**config.mk**
```make
export PLATFORM = sky130hd
export DESIGN_NAME = ptprt_rate_trig
export DESIGN_NICKNAME = d
export VERILOG_FILES = /design/src/common/ptprt_pkg.sv /design/src/design/ptprt_rate_trig.sv /design/src/design/ptprt_time_acc.sv
export SDC_FILE = /design/constraint.sdc
export NUM_CORES = 1
export LEC_CHECK = 0
export BUFFER_PORTS_ARGS = -buffer_cell sky130_fd_sc_hd__buf_2
export CAP_MARGIN = 20
export CORE_MARGIN = 1
export CORE_UTILIZATION = 55
export DETAILED_ROUTE_END_ITERATION = 8
export PLACE_DENSITY = 0.78
export SKIP_LAST_GASP = 1
export SLEW_MARGIN = 20
export SYNTH_ARGS = -nofsm -noshare
export SYNTH_HDL_FRONTEND = slang
export SYNTH_SLANG_ARGS = --single-unit
```
**constraint.sdc**
```tcl
create_clock -name core_clk -period 10.6 [get_ports core_clk]
set_clock_uncertainty 0.2 [all_clocks]
set_input_delay 0.53 -clock core_clk [delete_from_list [all_inputs] [get_ports core_clk]]
set_output_delay 0.53 -clock core_clk [all_outputs]
set_load 0.02 [all_outputs]
```
**src/common/ptprt_pkg.sv**
```systemverilog
package ptprt_pkg;

  // ---------------------------------------------------------------------
  // Clocking and time constants
  // ---------------------------------------------------------------------
  localparam int CLK_FREQ_MHZ = 50;
  localparam int NS_PER_US = 1000;
  localparam int REF_PERIOD_NS = NS_PER_US / CLK_FREQ_MHZ;

  // ---------------------------------------------------------------------
  // Register offsets on the management register page
  // ---------------------------------------------------------------------
  localparam int ADDR_W = 5;
  localparam logic [ADDR_W-1:0] ADDR_TRIG_STATE = 5'h17;
  localparam logic [ADDR_W-1:0] ADDR_RATE_LOW = 5'h18;
  localparam logic [ADDR_W-1:0] ADDR_RATE_HIGH = 5'h19;

  // ---------------------------------------------------------------------
  // Field layout of the rate registers
  // ---------------------------------------------------------------------
  localparam int DATA_W = 16;
  localparam int HIGH_DIR_BIT = 15;
  localparam int HIGH_TMP_BIT = 14;
  localparam int UPPER_W = 10;
  localparam int LOWER_W = 16;
  localparam int RATE_W = UPPER_W + LOWER_W;
  localparam logic [DATA_W-1:0] RATE_LOW_RESET = 16'h0000;
  localparam logic [DATA_W-1:0] RATE_HIGH_RESET = 16'h0000;
  localparam logic [DATA_W-1:0] HIGH_KEEP_MASK = 16'hc3ff;

  // ---------------------------------------------------------------------
  // Time clock layout
  // ---------------------------------------------------------------------
  localparam int NUM_TRIG = 8;
  localparam int FRAC_W = 32;
  localparam int NS_W = 30;
  localparam int SEC_W = 32;
  localparam int ACC_W = NS_W + FRAC_W;
  localparam int DUR_W = 32;
  localparam logic [NS_W-1:0] NS_PER_SEC = 30'h3b9aca00;

  // ---------------------------------------------------------------------
  // Carriers
  // ---------------------------------------------------------------------
  typedef struct packed {
    logic [SEC_W-1:0] sec;
    logic [NS_W-1:0] ns;
  } ptprt_time_s;

  typedef struct packed {
    logic dir;
    logic [RATE_W-1:0] value;
  } ptprt_rate_s;

  typedef struct packed {
    logic load;
    ptprt_time_s value;
  } ptprt_load_s;

  typedef struct packed {
    logic [NUM_TRIG-1:0] arm;
    logic [NUM_TRIG-1:0] off;
    logic [NUM_TRIG-1:0] done;
    logic [NUM_TRIG-1:0] notify;
    ptprt_time_s target;
  } ptprt_trig_s;

endpackage : ptprt_pkg

```
**src/design/ptprt_rate_trig.sv**
```systemverilog
`timescale 1ns/10ps
`default_nettype none

// Notes on behaviour
// - Trigger n shows an armed flag at bit 2n while enabled and not done.
// - Each notified trigger n shows a late error at bit 2n+1 if armed for a past time.
// - The late error is set only when that trigger's notification is enabled.
// - The late error clears when the trigger is disabled or rearmed only.
// - The rate value is 26 bits in 2^-32 ns, a 10-bit and a 16-bit part.
// - Each reference cycle the clock advances by period plus or minus rate.
// - Direction bit 15 of the upper register: 0 adds rate, 1 subtracts it.
// - Bit 14 makes the rate temporary, applied only for the set duration.
// - Upper writes are staged and the full rate loads on the lower write.
// - Upper register bits 9:0 hold the top ten rate bits, read-write, zero.
// - Lower register bits 15:0 hold the low sixteen rate bits, read-write.
// - Upper register bits 13:10 ignore writes and read as zero.
module ptprt_rate_trig
  import ptprt_pkg::*;
(
  input wire logic core_clk, // Reference clock.
  input wire logic reset_n, // Asynchronous reset, active low.
  input wire logic [ADDR_W-1:0] reg_addr, // Register address on the page.
  input wire logic reg_wr_en, // Write strobe, one cycle.
  input wire logic [DATA_W-1:0] reg_wdata, // Write data.
  output logic [DATA_W-1:0] reg_rdata_ff, // Read data, one cycle late.
  input wire logic [DUR_W-1:0] tmp_duration, // Temporary rate length, cycles.
  input wire ptprt_load_s clk_load, // Absolute clock load.
  input wire ptprt_trig_s trig_ctl, // Trigger arm, disable and done events.
  output logic [NUM_TRIG-1:0] trig_armed_ff, // Armed flags.
  output logic [NUM_TRIG-1:0] trig_err_ff, // Late error flags.
  output logic tmp_active_ff, // Temporary rate is in force.
  output ptprt_time_s clk_time // Clock time, whole nanoseconds.
);

  // ---------------------------------------------------------------------
  // Rate register state
  // ---------------------------------------------------------------------
  logic [DATA_W-1:0] high_stage_ff;
  logic [DATA_W-1:0] low_ff;
  ptprt_rate_s norm_rate_ff;
  ptprt_rate_s tmp_rate_ff;
  logic [DUR_W-1:0] tmp_cnt_ff;
  logic [DATA_W-1:0] nxt_high_stage;
  logic [DATA_W-1:0] nxt_low;
  ptprt_rate_s nxt_norm_rate;
  ptprt_rate_s nxt_tmp_rate;
  logic [DUR_W-1:0] nxt_tmp_cnt;
  logic nxt_tmp_active;
  logic wr_high;
  logic wr_low;
  ptprt_rate_s loaded_rate;

  // Decodes the two rate register writes.
  always_comb begin
    wr_high = reg_wr_en && (reg_addr == ADDR_RATE_HIGH);
    wr_low = reg_wr_en && (reg_addr == ADDR_RATE_LOW);
  end

  // Stages the upper half and commits the whole rate on the lower write.
  always_comb begin
    nxt_high_stage = high_stage_ff;
    nxt_low = low_ff;
    nxt_norm_rate = norm_rate_ff;
    nxt_tmp_rate = tmp_rate_ff;
    nxt_tmp_cnt = tmp_cnt_ff;
    loaded_rate.dir = high_stage_ff[HIGH_DIR_BIT];
    loaded_rate.value = {high_stage_ff[UPPER_W-1:0], reg_wdata};
    if (tmp_cnt_ff != '0) begin
      nxt_tmp_cnt = tmp_cnt_ff - 32'h00000001;
    end
    if (wr_high) begin
      nxt_high_stage = reg_wdata & HIGH_KEEP_MASK;
    end
    if (wr_low) begin
      nxt_low = reg_wdata;
      if (high_stage_ff[HIGH_TMP_BIT]) begin
        nxt_tmp_rate = loaded_rate;
        nxt_tmp_cnt = tmp_duration;
      end else begin
        nxt_norm_rate = loaded_rate;
        nxt_tmp_cnt = '0;
      end
    end
    nxt_tmp_active = (nxt_tmp_cnt != '0);
  end

  // Registers the rate state.
  always_ff @(posedge core_clk or negedge reset_n) begin
    if (!reset_n) begin
      high_stage_ff <= RATE_HIGH_RESET;
      low_ff <= RATE_LOW_RESET;
      norm_rate_ff <= '0;
      tmp_rate_ff <= '0;
      tmp_cnt_ff <= '0;
      tmp_active_ff <= 1'b0;
    end else begin
      high_stage_ff <= nxt_high_stage;
      low_ff <= nxt_low;
      norm_rate_ff <= nxt_norm_rate;
      tmp_rate_ff <= nxt_tmp_rate;
      tmp_cnt_ff <= nxt_tmp_cnt;
      tmp_active_ff <= nxt_tmp_active;
    end
  end

  // ---------------------------------------------------------------------
  // Per-cycle clock step
  // ---------------------------------------------------------------------
  ptprt_rate_s act_rate;
  logic [ACC_W-1:0] base_step;
  logic [ACC_W-1:0] rate_ext;
  logic [ACC_W-1:0] step_inc;

  // Picks the rate in force and forms period plus or minus rate.
  always_comb begin
    act_rate = (tmp_cnt_ff != '0) ? tmp_rate_ff : norm_rate_ff;
    base_step = {REF_PERIOD_NS[NS_W-1:0], {FRAC_W{1'b0}}};
    rate_ext = {{(ACC_W-RATE_W){1'b0}}, act_rate.value};
    if (act_rate.dir) begin
      step_inc = base_step - rate_ext;
    end else begin
      step_inc = base_step + rate_ext;
    end
  end

  // Accumulates the clock time with full fractional precision.
  ptprt_time_acc u_time_acc (
    .core_clk(core_clk),
    .reset_n(reset_n),
    .step_inc(step_inc),
    .load_req(clk_load),
    .time_ff(clk_time)
  );

  // ---------------------------------------------------------------------
  // Trigger status flags
  // ---------------------------------------------------------------------
  logic target_late;
  logic [NUM_TRIG-1:0] nxt_armed;
  logic [NUM_TRIG-1:0] nxt_err;

  // Compares the programmed fire time against the present clock time.
  always_comb begin
    target_late = ({trig_ctl.target.sec, trig_ctl.target.ns} <
                   {clk_time.sec, clk_time.ns});
  end

  // Computes each trigger's armed and late error flags.
  genvar n;
  generate
    for (n = 0; n < NUM_TRIG; n = n + 1) begin : g_trig
      always_comb begin
        nxt_armed[n] = trig_armed_ff[n];
        nxt_err[n] = trig_err_ff[n];
        if (trig_ctl.off[n] || trig_ctl.done[n]) begin
          nxt_armed[n] = 1'b0;
        end
        if (trig_ctl.off[n] || trig_ctl.arm[n]) begin
          nxt_err[n] = 1'b0;
        end
        if (trig_ctl.arm[n] && !trig_ctl.off[n]) begin
          nxt_armed[n] = 1'b1;
          // The fresh late check wins over the clear of the rearm.
          nxt_err[n] = target_late && trig_ctl.notify[n];
        end
      end
    end
  endgenerate

  // Registers the trigger flags.
  always_ff @(posedge core_clk or negedge reset_n) begin
    if (!reset_n) begin
      trig_armed_ff <= '0;
      trig_err_ff <= '0;
    end else begin
      trig_armed_ff <= nxt_armed;
      trig_err_ff <= nxt_err;
    end
  end

  // ---------------------------------------------------------------------
  // Register read path
  // ---------------------------------------------------------------------
  logic [DATA_W-1:0] nxt_rdata;
  logic [DATA_W-1:0] state_word;

  // Interleaves the flags: armed at even bits, error at odd bits.
  generate
    for (n = 0; n < NUM_TRIG; n = n + 1) begin : g_word
      assign state_word[2*n] = trig_armed_ff[n];
      assign state_word[2*n+1] = trig_err_ff[n];
    end
  endgenerate

  // Selects the addressed register; unmapped offsets read as zero.
  always_comb begin
    case (reg_addr)
      ADDR_TRIG_STATE: nxt_rdata = state_word;
      ADDR_RATE_LOW: nxt_rdata = low_ff;
      ADDR_RATE_HIGH: nxt_rdata = high_stage_ff & HIGH_KEEP_MASK;
      default: nxt_rdata = '0;
    endcase
  end

  // Registers the read data; writes to the status word are ignored.
  always_ff @(posedge core_clk or negedge reset_n) begin
    if (!reset_n) begin
      reg_rdata_ff <= '0;
    end else begin
      reg_rdata_ff <= nxt_rdata;
    end
  end

endmodule : ptprt_rate_trig

`default_nettype wire

```
**src/design/ptprt_time_acc.sv**
```systemverilog
`timescale 1ns/10ps
`default_nettype none

// Time clock accumulator: seconds, nanoseconds and 32 fractional bits.
module ptprt_time_acc
  import ptprt_pkg::*;
(
  input wire logic core_clk, // Reference clock.
  input wire logic reset_n, // Asynchronous reset, active low.
  input wire logic [ACC_W-1:0] step_inc, // Per-cycle step in 2^-32 ns.
  input wire ptprt_load_s load_req, // Absolute time load.
  output ptprt_time_s time_ff // Integer part of the clock time.
);

  logic [FRAC_W-1:0] frac_ff;
  logic [FRAC_W-1:0] nxt_frac;
  ptprt_time_s nxt_time;
  logic [ACC_W-1:0] sum;

  // Adds the step and wraps nanoseconds into the seconds count.
  always_comb begin
    sum = {time_ff.ns, frac_ff} + step_inc;
    nxt_frac = sum[FRAC_W-1:0];
    nxt_time.sec = time_ff.sec;
    nxt_time.ns = sum[ACC_W-1:FRAC_W];
    if (sum[ACC_W-1:FRAC_W] >= NS_PER_SEC) begin
      nxt_time.ns = sum[ACC_W-1:FRAC_W] - NS_PER_SEC;
      nxt_time.sec = time_ff.sec + 32'h00000001;
    end
    if (load_req.load) begin
      nxt_time = load_req.value;
      nxt_frac = '0;
    end
  end

  // Registers the accumulator.
  always_ff @(posedge core_clk or negedge reset_n) begin
    if (!reset_n) begin
      time_ff <= '0;
      frac_ff <= '0;
    end else begin
      time_ff <= nxt_time;
      frac_ff <= nxt_frac;
    end
  end

endmodule : ptprt_time_acc

`default_nettype wire

```
==> results of run 1 <==
[through the flow]
stage | setup slack [ns] | instances | instance area, um^2 | total power [mW]
floorplan | 1.626 | 1871 | 16630 | 1.674
global placement | 1.241 | 2502 | 18440 | 1.909
detailed placement | 0.8557 | 2502 | 18440 | 1.933
CTS | 0.7429 | 2571 | 19570 | 2.897
global route | 0.1536 | 2572 | 19600 | 3.042
finish | 0.6171 | 2572 | 19600 | 2.899
[cell usage in the layout, fill, tap and decap left out, types with 18 or more instances in the layout]
master | Yosys | routed
and3_1 | 23 | 23
nand4_1 | 46 | 46
xnor2_1 | 78 | 77
inv_1 | 101 | 101
nand2_1 | 197 | 197
buf_4 | 3 | 18
nand3_1 | 60 | 60
nor3_1 | 67 | 67
mux2i_1 | 33 | 33
nand2b_1 | 21 | 21
clkbuf_16 | 0 | 27
or3_1 | 20 | 20
o21ai_1 | 27 | 27
xor2_1 | 46 | 46
a21oi_1 | 104 | 104
a21o_1 | 61 | 61
dfrtp_1 | 241 | 241
buf_2 | 15 | 305
o21ai_0 | 92 | 92
mux2_2 | 70 | 70
ha_1 | 100 | 100
nor2_1 | 144 | 144
dlygate4sd3_1 | 0 | 25
nor4_1 | 20 | 20
[flip-flops by register name, indices dropped and copies added, names as in the netlist, 12 cells and up]
register / flops
reg_rdata_ff: 16
u_time_acc.frac_ff: 32
tmp_rate_ff: 27
high_stage_ff: 12
tmp_cnt_ff: 32
low_ff: 16
u_time_acc.time_ff: 62
norm_rate_ff: 27
[power by group]
group	internal (mW)	total, mW	switching (mW)
Sequential	1.05	1.19	0.145
Clock	0.566	0.954	0.387
Combinational	0.309	0.753	0.445
[cell usage after synthesis (15+ instances only)]
library cell and number:
nand2b_1 21, a31oi_1 16, nand3_1 60, and3_1 23, clkbuf_1 51, xor2_1 46
inv_1 101, nand2_1 197, o211ai_1 17, a21oi_1 104, dfrtp_1 241, o21ai_1 27
xnor2_1 78, o21ai_0 92, a21o_1 61, buf_2 15, or3_1 20, nor4_1 20
nor2_1 144, mux2i_1 33, nand4_1 46, ha_1 100, mux2_2 70, nor3_1 67
[area by class of cell]
cell class,instances,share of cell area
Clock buffer,29,0.03537
Clock inverter,15,0.009576
Inverter,102,0.01953
Tap cell,390,0.02490
Sequential cell,241,0.3077
Timing Repair Buffer,351,0.1007
Multi-Input combinational cell,1444,0.5022
[cell families after synthesis]
kind of cell | Yosys count | share of synthesized area
adders and majority gates | 101 | 0.07642
AOI/OAI and AO/OA | 456 | 0.1868
DFF | 241 | 0.3625
xor gates and xnor gates | 124 | 0.06529
and+or+nand+nor | 660 | 0.1952
buffers and inverters | 186 | 0.04656
muxes | 103 | 0.06724
[worst min-delay path by stage]
stage | start | end | slack (ns) | cells past startpoint
after floorplan | reset_n | high_stage_ff[0] | 0.03 | 0
after global placement | low_ff[4] | low_ff[4] | 0.26 | 2
after detailed placement | low_ff[1] | low_ff[1] | 0.26 | 2
after CTS | clk_load[27] | u_time_acc.time_ff[27] | 0.003 | 2
after global routing | clk_load[29] | u_time_acc.time_ff[29] | 0.007 | 2
final | clk_load[29] | u_time_acc.time_ff[29] | 0.01 | 2
[metal layers]
metal / share of wire / global-route usage / vias up
met3: 0.077 / 0.06797 / 124
met4: 0.037 / 0.1239 / 4
met2: 0.47 / 0.5349 / 669
li1: - / - / 7352
met1: 0.42 / 0.4270 / 7697
met5: 0.00059 / 0 / -
[critical path, delay by kind of cell (launching register included)]
family          cells  cell delay, ns
buf+inv             1            0.23
compound gates     10            3.19
fa+ha+maj           2            0.70
flops               1            0.42
mux                 2            0.78
simple gates       11            4.35
==> flow_summary.json, run 1 <==
{
  "status": "completed",
  "drive_above_1_share": 0.2168,
  "first_pass_iters": 6,
  "htreeDepth": 1,
  "final.setup.tns_ns": 0,
  "utilization": 0.6596,
  "clk_pin_slew_ns": 0.07,
  "path_common_cell": "o21ai_1",
  "critPathSlowestCell": "nor4_4",
  "max_slew.worst_pin.slew_ns": 1.176,
  "track_usage": 0.3278,
  "setup_violations": 0,
  "insertedDiodeCount": 0,
  "ctsHoldBuffers": 25,
  "slowest_delay_ns": 0.93,
  "r2r_end": "u_time_acc.time_ff[10]",
  "grt_max_degree": 134,
  "num_io_pins": 308,
  "dr_total_vias": 15850,
  "vias_per_cell": 6.161,
  "regArea_um2": 6031,
  "multiInputGateArea_um2": 9843,
  "crit_path_end_kind": "register",
  "synth-seq-area-share": 0.3625,
  "synth_cell_types": 81,
  "hold_ws_ns": 0.01352,
  "portBuffers": 307,
  "async_reset_ff_frac": 1.000,
  "ff2ff_setup_slack_ns": 0.62,
  "synth_area_leader_cell": "dfrtp_1",
  "maxSlewHeadroom": 0.2158,
  "synth.area.top_cells": "dfrtp_1 (36%), ha_1 (7.5%), mux2_2 (4.7%)",
  "dp_hpwl_um": 38580,
  "worstSetupStartpointType": "register",
  "grt-ovfl-total": 0,
  "arrival_ns": 10.25,
  "finalCritPeriodShare": 0.9418,
  "wl_per_cell_um": 19.87,
  "maxSlewViolCount": 0,
  "initial_core_util": 0.5598,
  "reg2reg_depth": 26,
  "p_leak_nw": 9.333,
  "cts_tree": "done",
  "antenna_found_initial": 2,
  "fillers": 2444,
  "clock_latency_ns": 0.55,
  "ir_drop_uv": 124.9,
  "drtAntennaViolNets": 0,
  "yosys_warnings": 0,
  "power_density_nw_per_um2": 147.9,
  "die_x_um": 175.9,
  "die_h_um": 175.9,
  "ctsRootBufferMaster": "clkbuf_16",
  "finalNetCount": 2481,
  "route.detailed.drc": 0,
  "cts.path.max_buffers": 3,
  "synthCells": 1871,
  "grt_pass1_vias": 15520,
  "syn_avg_cell_area_um2": 8.891,
  "ctsResizeCount": 0,
  "hold_viol_final": 0,
  "synth-main-ff-cell": "dfrtp_1",
  "crit_type": "register to register",
  "cp-endpoint": "u_time_acc.time_ff[10]",
  "coreArea_um2": 29720,
  "synth_top_area_frac": 0.3625,
  "cp_max_fo": 26,
  "rows": 63,
  "wl_um": 51100,
  "cts_buffers": 27,
  "syn_area_um2": 16630,
  "startpoint": "tmp_cnt_ff[27]",
  "post_cts_buffers": 0,
  "syn_nets": 2185,
  "required_ns": 10.86,
  "hold_class": "primary input to register",
  "grt_pass1_wl_um": 80760,
  "cts.sinks": 241,
  "areaGrowthSynthToFinish_pct": 17.83,
  "synth_edf_count": 0,
  "place.gp.congestion": 0.9418,
  "cap_violations": 0,
  "fmax_ghz": 0.1002,
  "ys_ff_latch": 241,
  "drtIter0Drc": 1223,
  "reg2reg_from": "tmp_cnt_ff[27]",
  "fin_crit_ns": 9.983,
  "dieArea_um2": 30940,
  "rsz0062_at_grt": "no"
}
Note: power is estimated with default switching activity, not from simulation.
==> run 2, diff against run 1 <==
- CORE_UTILIZATION: 55 -> 40
- PLACE_DENSITY: 0.78 -> 0.6
==> flow_summary.json, run 2 (synthesis gave the netlist of run 1 again) <==
{
  "status": "completed",
  "wl_um": 53150,
  "fin_crit_ns": 9.734,
  "min_from": "clk_load[12]",
  "p_comb_frac": 0.250,
  "swShare": 0.3310,
  "cts_buffers": 29,
  "first_pass_iters": 5,
  "vias_per_cell": 5.681,
  "num_io_pins": 308,
  "areaGrowthSynthToFinish_pct": 20.93,
  "crit_path_end_kind": "register",
  "antenna_found_initial": 5,
  "clk_pin_slew_ns": 0.06,
  "power_density_nw_per_um2": 150.7,
  "regArea_um2": 6031,
  "reg2reg_from": "tmp_cnt_ff[27]",
  "route.detailed.drc": 0,
  "coreArea_um2": 40920,
  "final.setup.worst_slack_ns": 0.8657,
  "p_int_mw": 2.029,
  "ctsRootBufferMaster": "clkbuf_16",
  "maxSlewHeadroom": 0.2917,
  "drtAntennaViolNets": 0,
  "grt-ovfl-total": 0,
  "rsz0062_at_grt": "no",
  "switchingPower_mw": 1.004,
  "p_leak_nw": 9.480,
  "cts.path.max_buffers": 3,
  "die_x_um": 205.9,
  "worstSetupStartpointType": "register",
  "post_cts_buffers": 0,
  "grt_max_degree": 179,
  "final_common_cell": "buf_2",
  "initial_core_util": 0.4065,
  "multiInputGateArea_um2": 9848,
  "grt_pass1_vias": 15320,
  "track_usage": 0.2488,
  "max_slew.worst_pin.slew_ns": 1.056,
  "reg_top3": "u_time_acc.time_ff x62, tmp_cnt_ff x32, u_time_acc.frac_ff x32",
  "drive_above_1_share": 0.2151,
  "hold_class": "primary input to register",
  "htreeDepth": 1,
  "r2r_end": "u_time_acc.time_ff[10]",
  "ff2ff_setup_slack_ns": 0.87,
  "p_clk_frac": 0.358,
  "dp_hpwl_um": 40640,
  "seq_power_share": 0.392,
  "arrival_ns": 10.01,
  "cap_violations": 0,
  "fmax_ghz": 0.1027,
  "fillers": 3964,
  "ctsResizeCount": 0,
  "largest_register_ff_count": 62,
  "top_register": "u_time_acc.time_ff",
  "placed_cells": 2639,
  "ctsHoldBuffers": 46,
  "hold_viol_final": 0,
  "crit_type": "register to register",
  "dieArea_um2": 42410,
  "rows": 74,
  "finalNetCount": 2499,
  "drtIter0Drc": 1099,
  "ir_drop_uv": 136.7,
  "holdPathStages": 3,
  "fin_cells": 2741,
  "grt_pass1_wl_um": 83630,
  "cts.sinks": 241,
  "finalCritPeriodShare": 0.9183,
  "maxSlewViolCount": 0,
  "clock_latency_ns": 0.58,
  "reg2reg_depth": 25,
  "required_ns": 10.88,
  "utilization": 0.4916,
  "portBuffers": 307,
  "whs_endpoint": "u_time_acc.time_ff[12]",
  "dp_slack_ns": 1.036,
  "die_h_um": 205.9,
  "cts_tree": "done",
  "place.gp.congestion": 0.9408,
  "wl_per_cell_um": 19.39,
  "cp_max_fo": 26,
  "setup_violations": 0,
  "layout_common_cells": "buf_2 (305), dfrtp_1 (241), nand2_1 (197)",
  "dr_total_vias": 15570,
  "final.setup.tns_ns": 0
}
==> run 2: cell count changes in the layout (fill, tap and decap cells not counted), moves of 2 or more <==
cell and delta:
clkbuf_1 +4, clkbuf_16 +2, clkinv_2 -2, clkbuf_8 +5, clkinvlp_4 -2, buf_4 -5, dlygate4sd3_1 +21, clkinv_4 +2
==> run 2: metal layers <==
layer	part of all wire	track usage	up-vias
met3	0.059	0.04068	85
met2	0.49	0.4323	478
li1	-	-	7414
met1	0.42	0.3217	7586
met5	0.00079	0	-
met4	0.021	0.05672	8
==> run 2: power by group through the flow <==
stage	combinational (mW)	clock [mW]	sequential (mW)
after global routing	0.844	1.15	1.20
final	0.758	1.09	1.19
after CTS	0.756	1.11	1.19
after detailed placement	0.737	0	1.20
after global placement	0.723	0	1.20
after floorplan	0.483	0	1.19
==> run 2: how the worst max path moves through the flow <==
stage | cells after the start | to | startpoint | slack, ns
floorplan | 33 | u_time_acc.time_ff[11] | tmp_cnt_ff[27] | 1.63
global placement | 25 | u_time_acc.time_ff[10] | tmp_cnt_ff[27] | 1.30
detailed placement | 25 | u_time_acc.time_ff[10] | tmp_cnt_ff[27] | 1.04
CTS | 25 | u_time_acc.time_ff[10] | tmp_cnt_ff[27] | 0.95
global route | 21 | u_time_acc.time_ff[10] | tmp_cnt_ff[27] | 0.24
finish | 25 | u_time_acc.time_ff[10] | tmp_cnt_ff[27] | 0.87
==> run 2: cell type report <==
type,instances,share of cell area
Antenna cell,1,0.0001244
Tap cell,532,0.03309
Clock inverter,14,0.01057
Sequential cell,241,0.2998
Multi-Input combinational cell,1444,0.4896
Inverter,102,0.01903
Clock buffer,40,0.04111
Timing Repair Buffer,367,0.1067
==> run 2: critical path: stages, from the launching register on <==
cell,delay [ns]
dfrtp_1,0.43
or4_1,0.56
or3_1,0.44
or4_1,0.90
nor4b_1,0.39
o21ai_1,0.15
nor3_2,0.27
o221ai_1,0.20
nor2_1,0.17
o21ai_1,0.12
or2_1,0.32
o21ai_1,0.18
xor2_1,0.17
ha_1,0.34
a21oi_1,0.26
o21ai_0,0.15
a221oi_1,0.43
a2111oi_0,0.28
o31ai_2,0.95
o21ai_0,0.30
a22oi_2,0.33
nand4_1,0.15
o31a_1,0.64
a31oi_4,0.79
mux2_2,0.41
o21ai_1,0.11
==> run 2: metrics by stage <==
| step | hold WS, ns | total power, mW | area (um^2) |
|---|---|---|---|
| 4_1_cts | 0.0007551 | 3.050 | 20090 |
| 5_1_grt | 0.009945 | 3.196 | 20120 |
| 3_5_place_dp | 0.2657 | 1.937 | 18590 |
| 6_report | 0.01884 | 3.032 | 20120 |
| 2_1_floorplan | 0.03441 | 1.674 | 16630 |
| 3_3_place_gp | 0.2652 | 1.919 | 18590 |
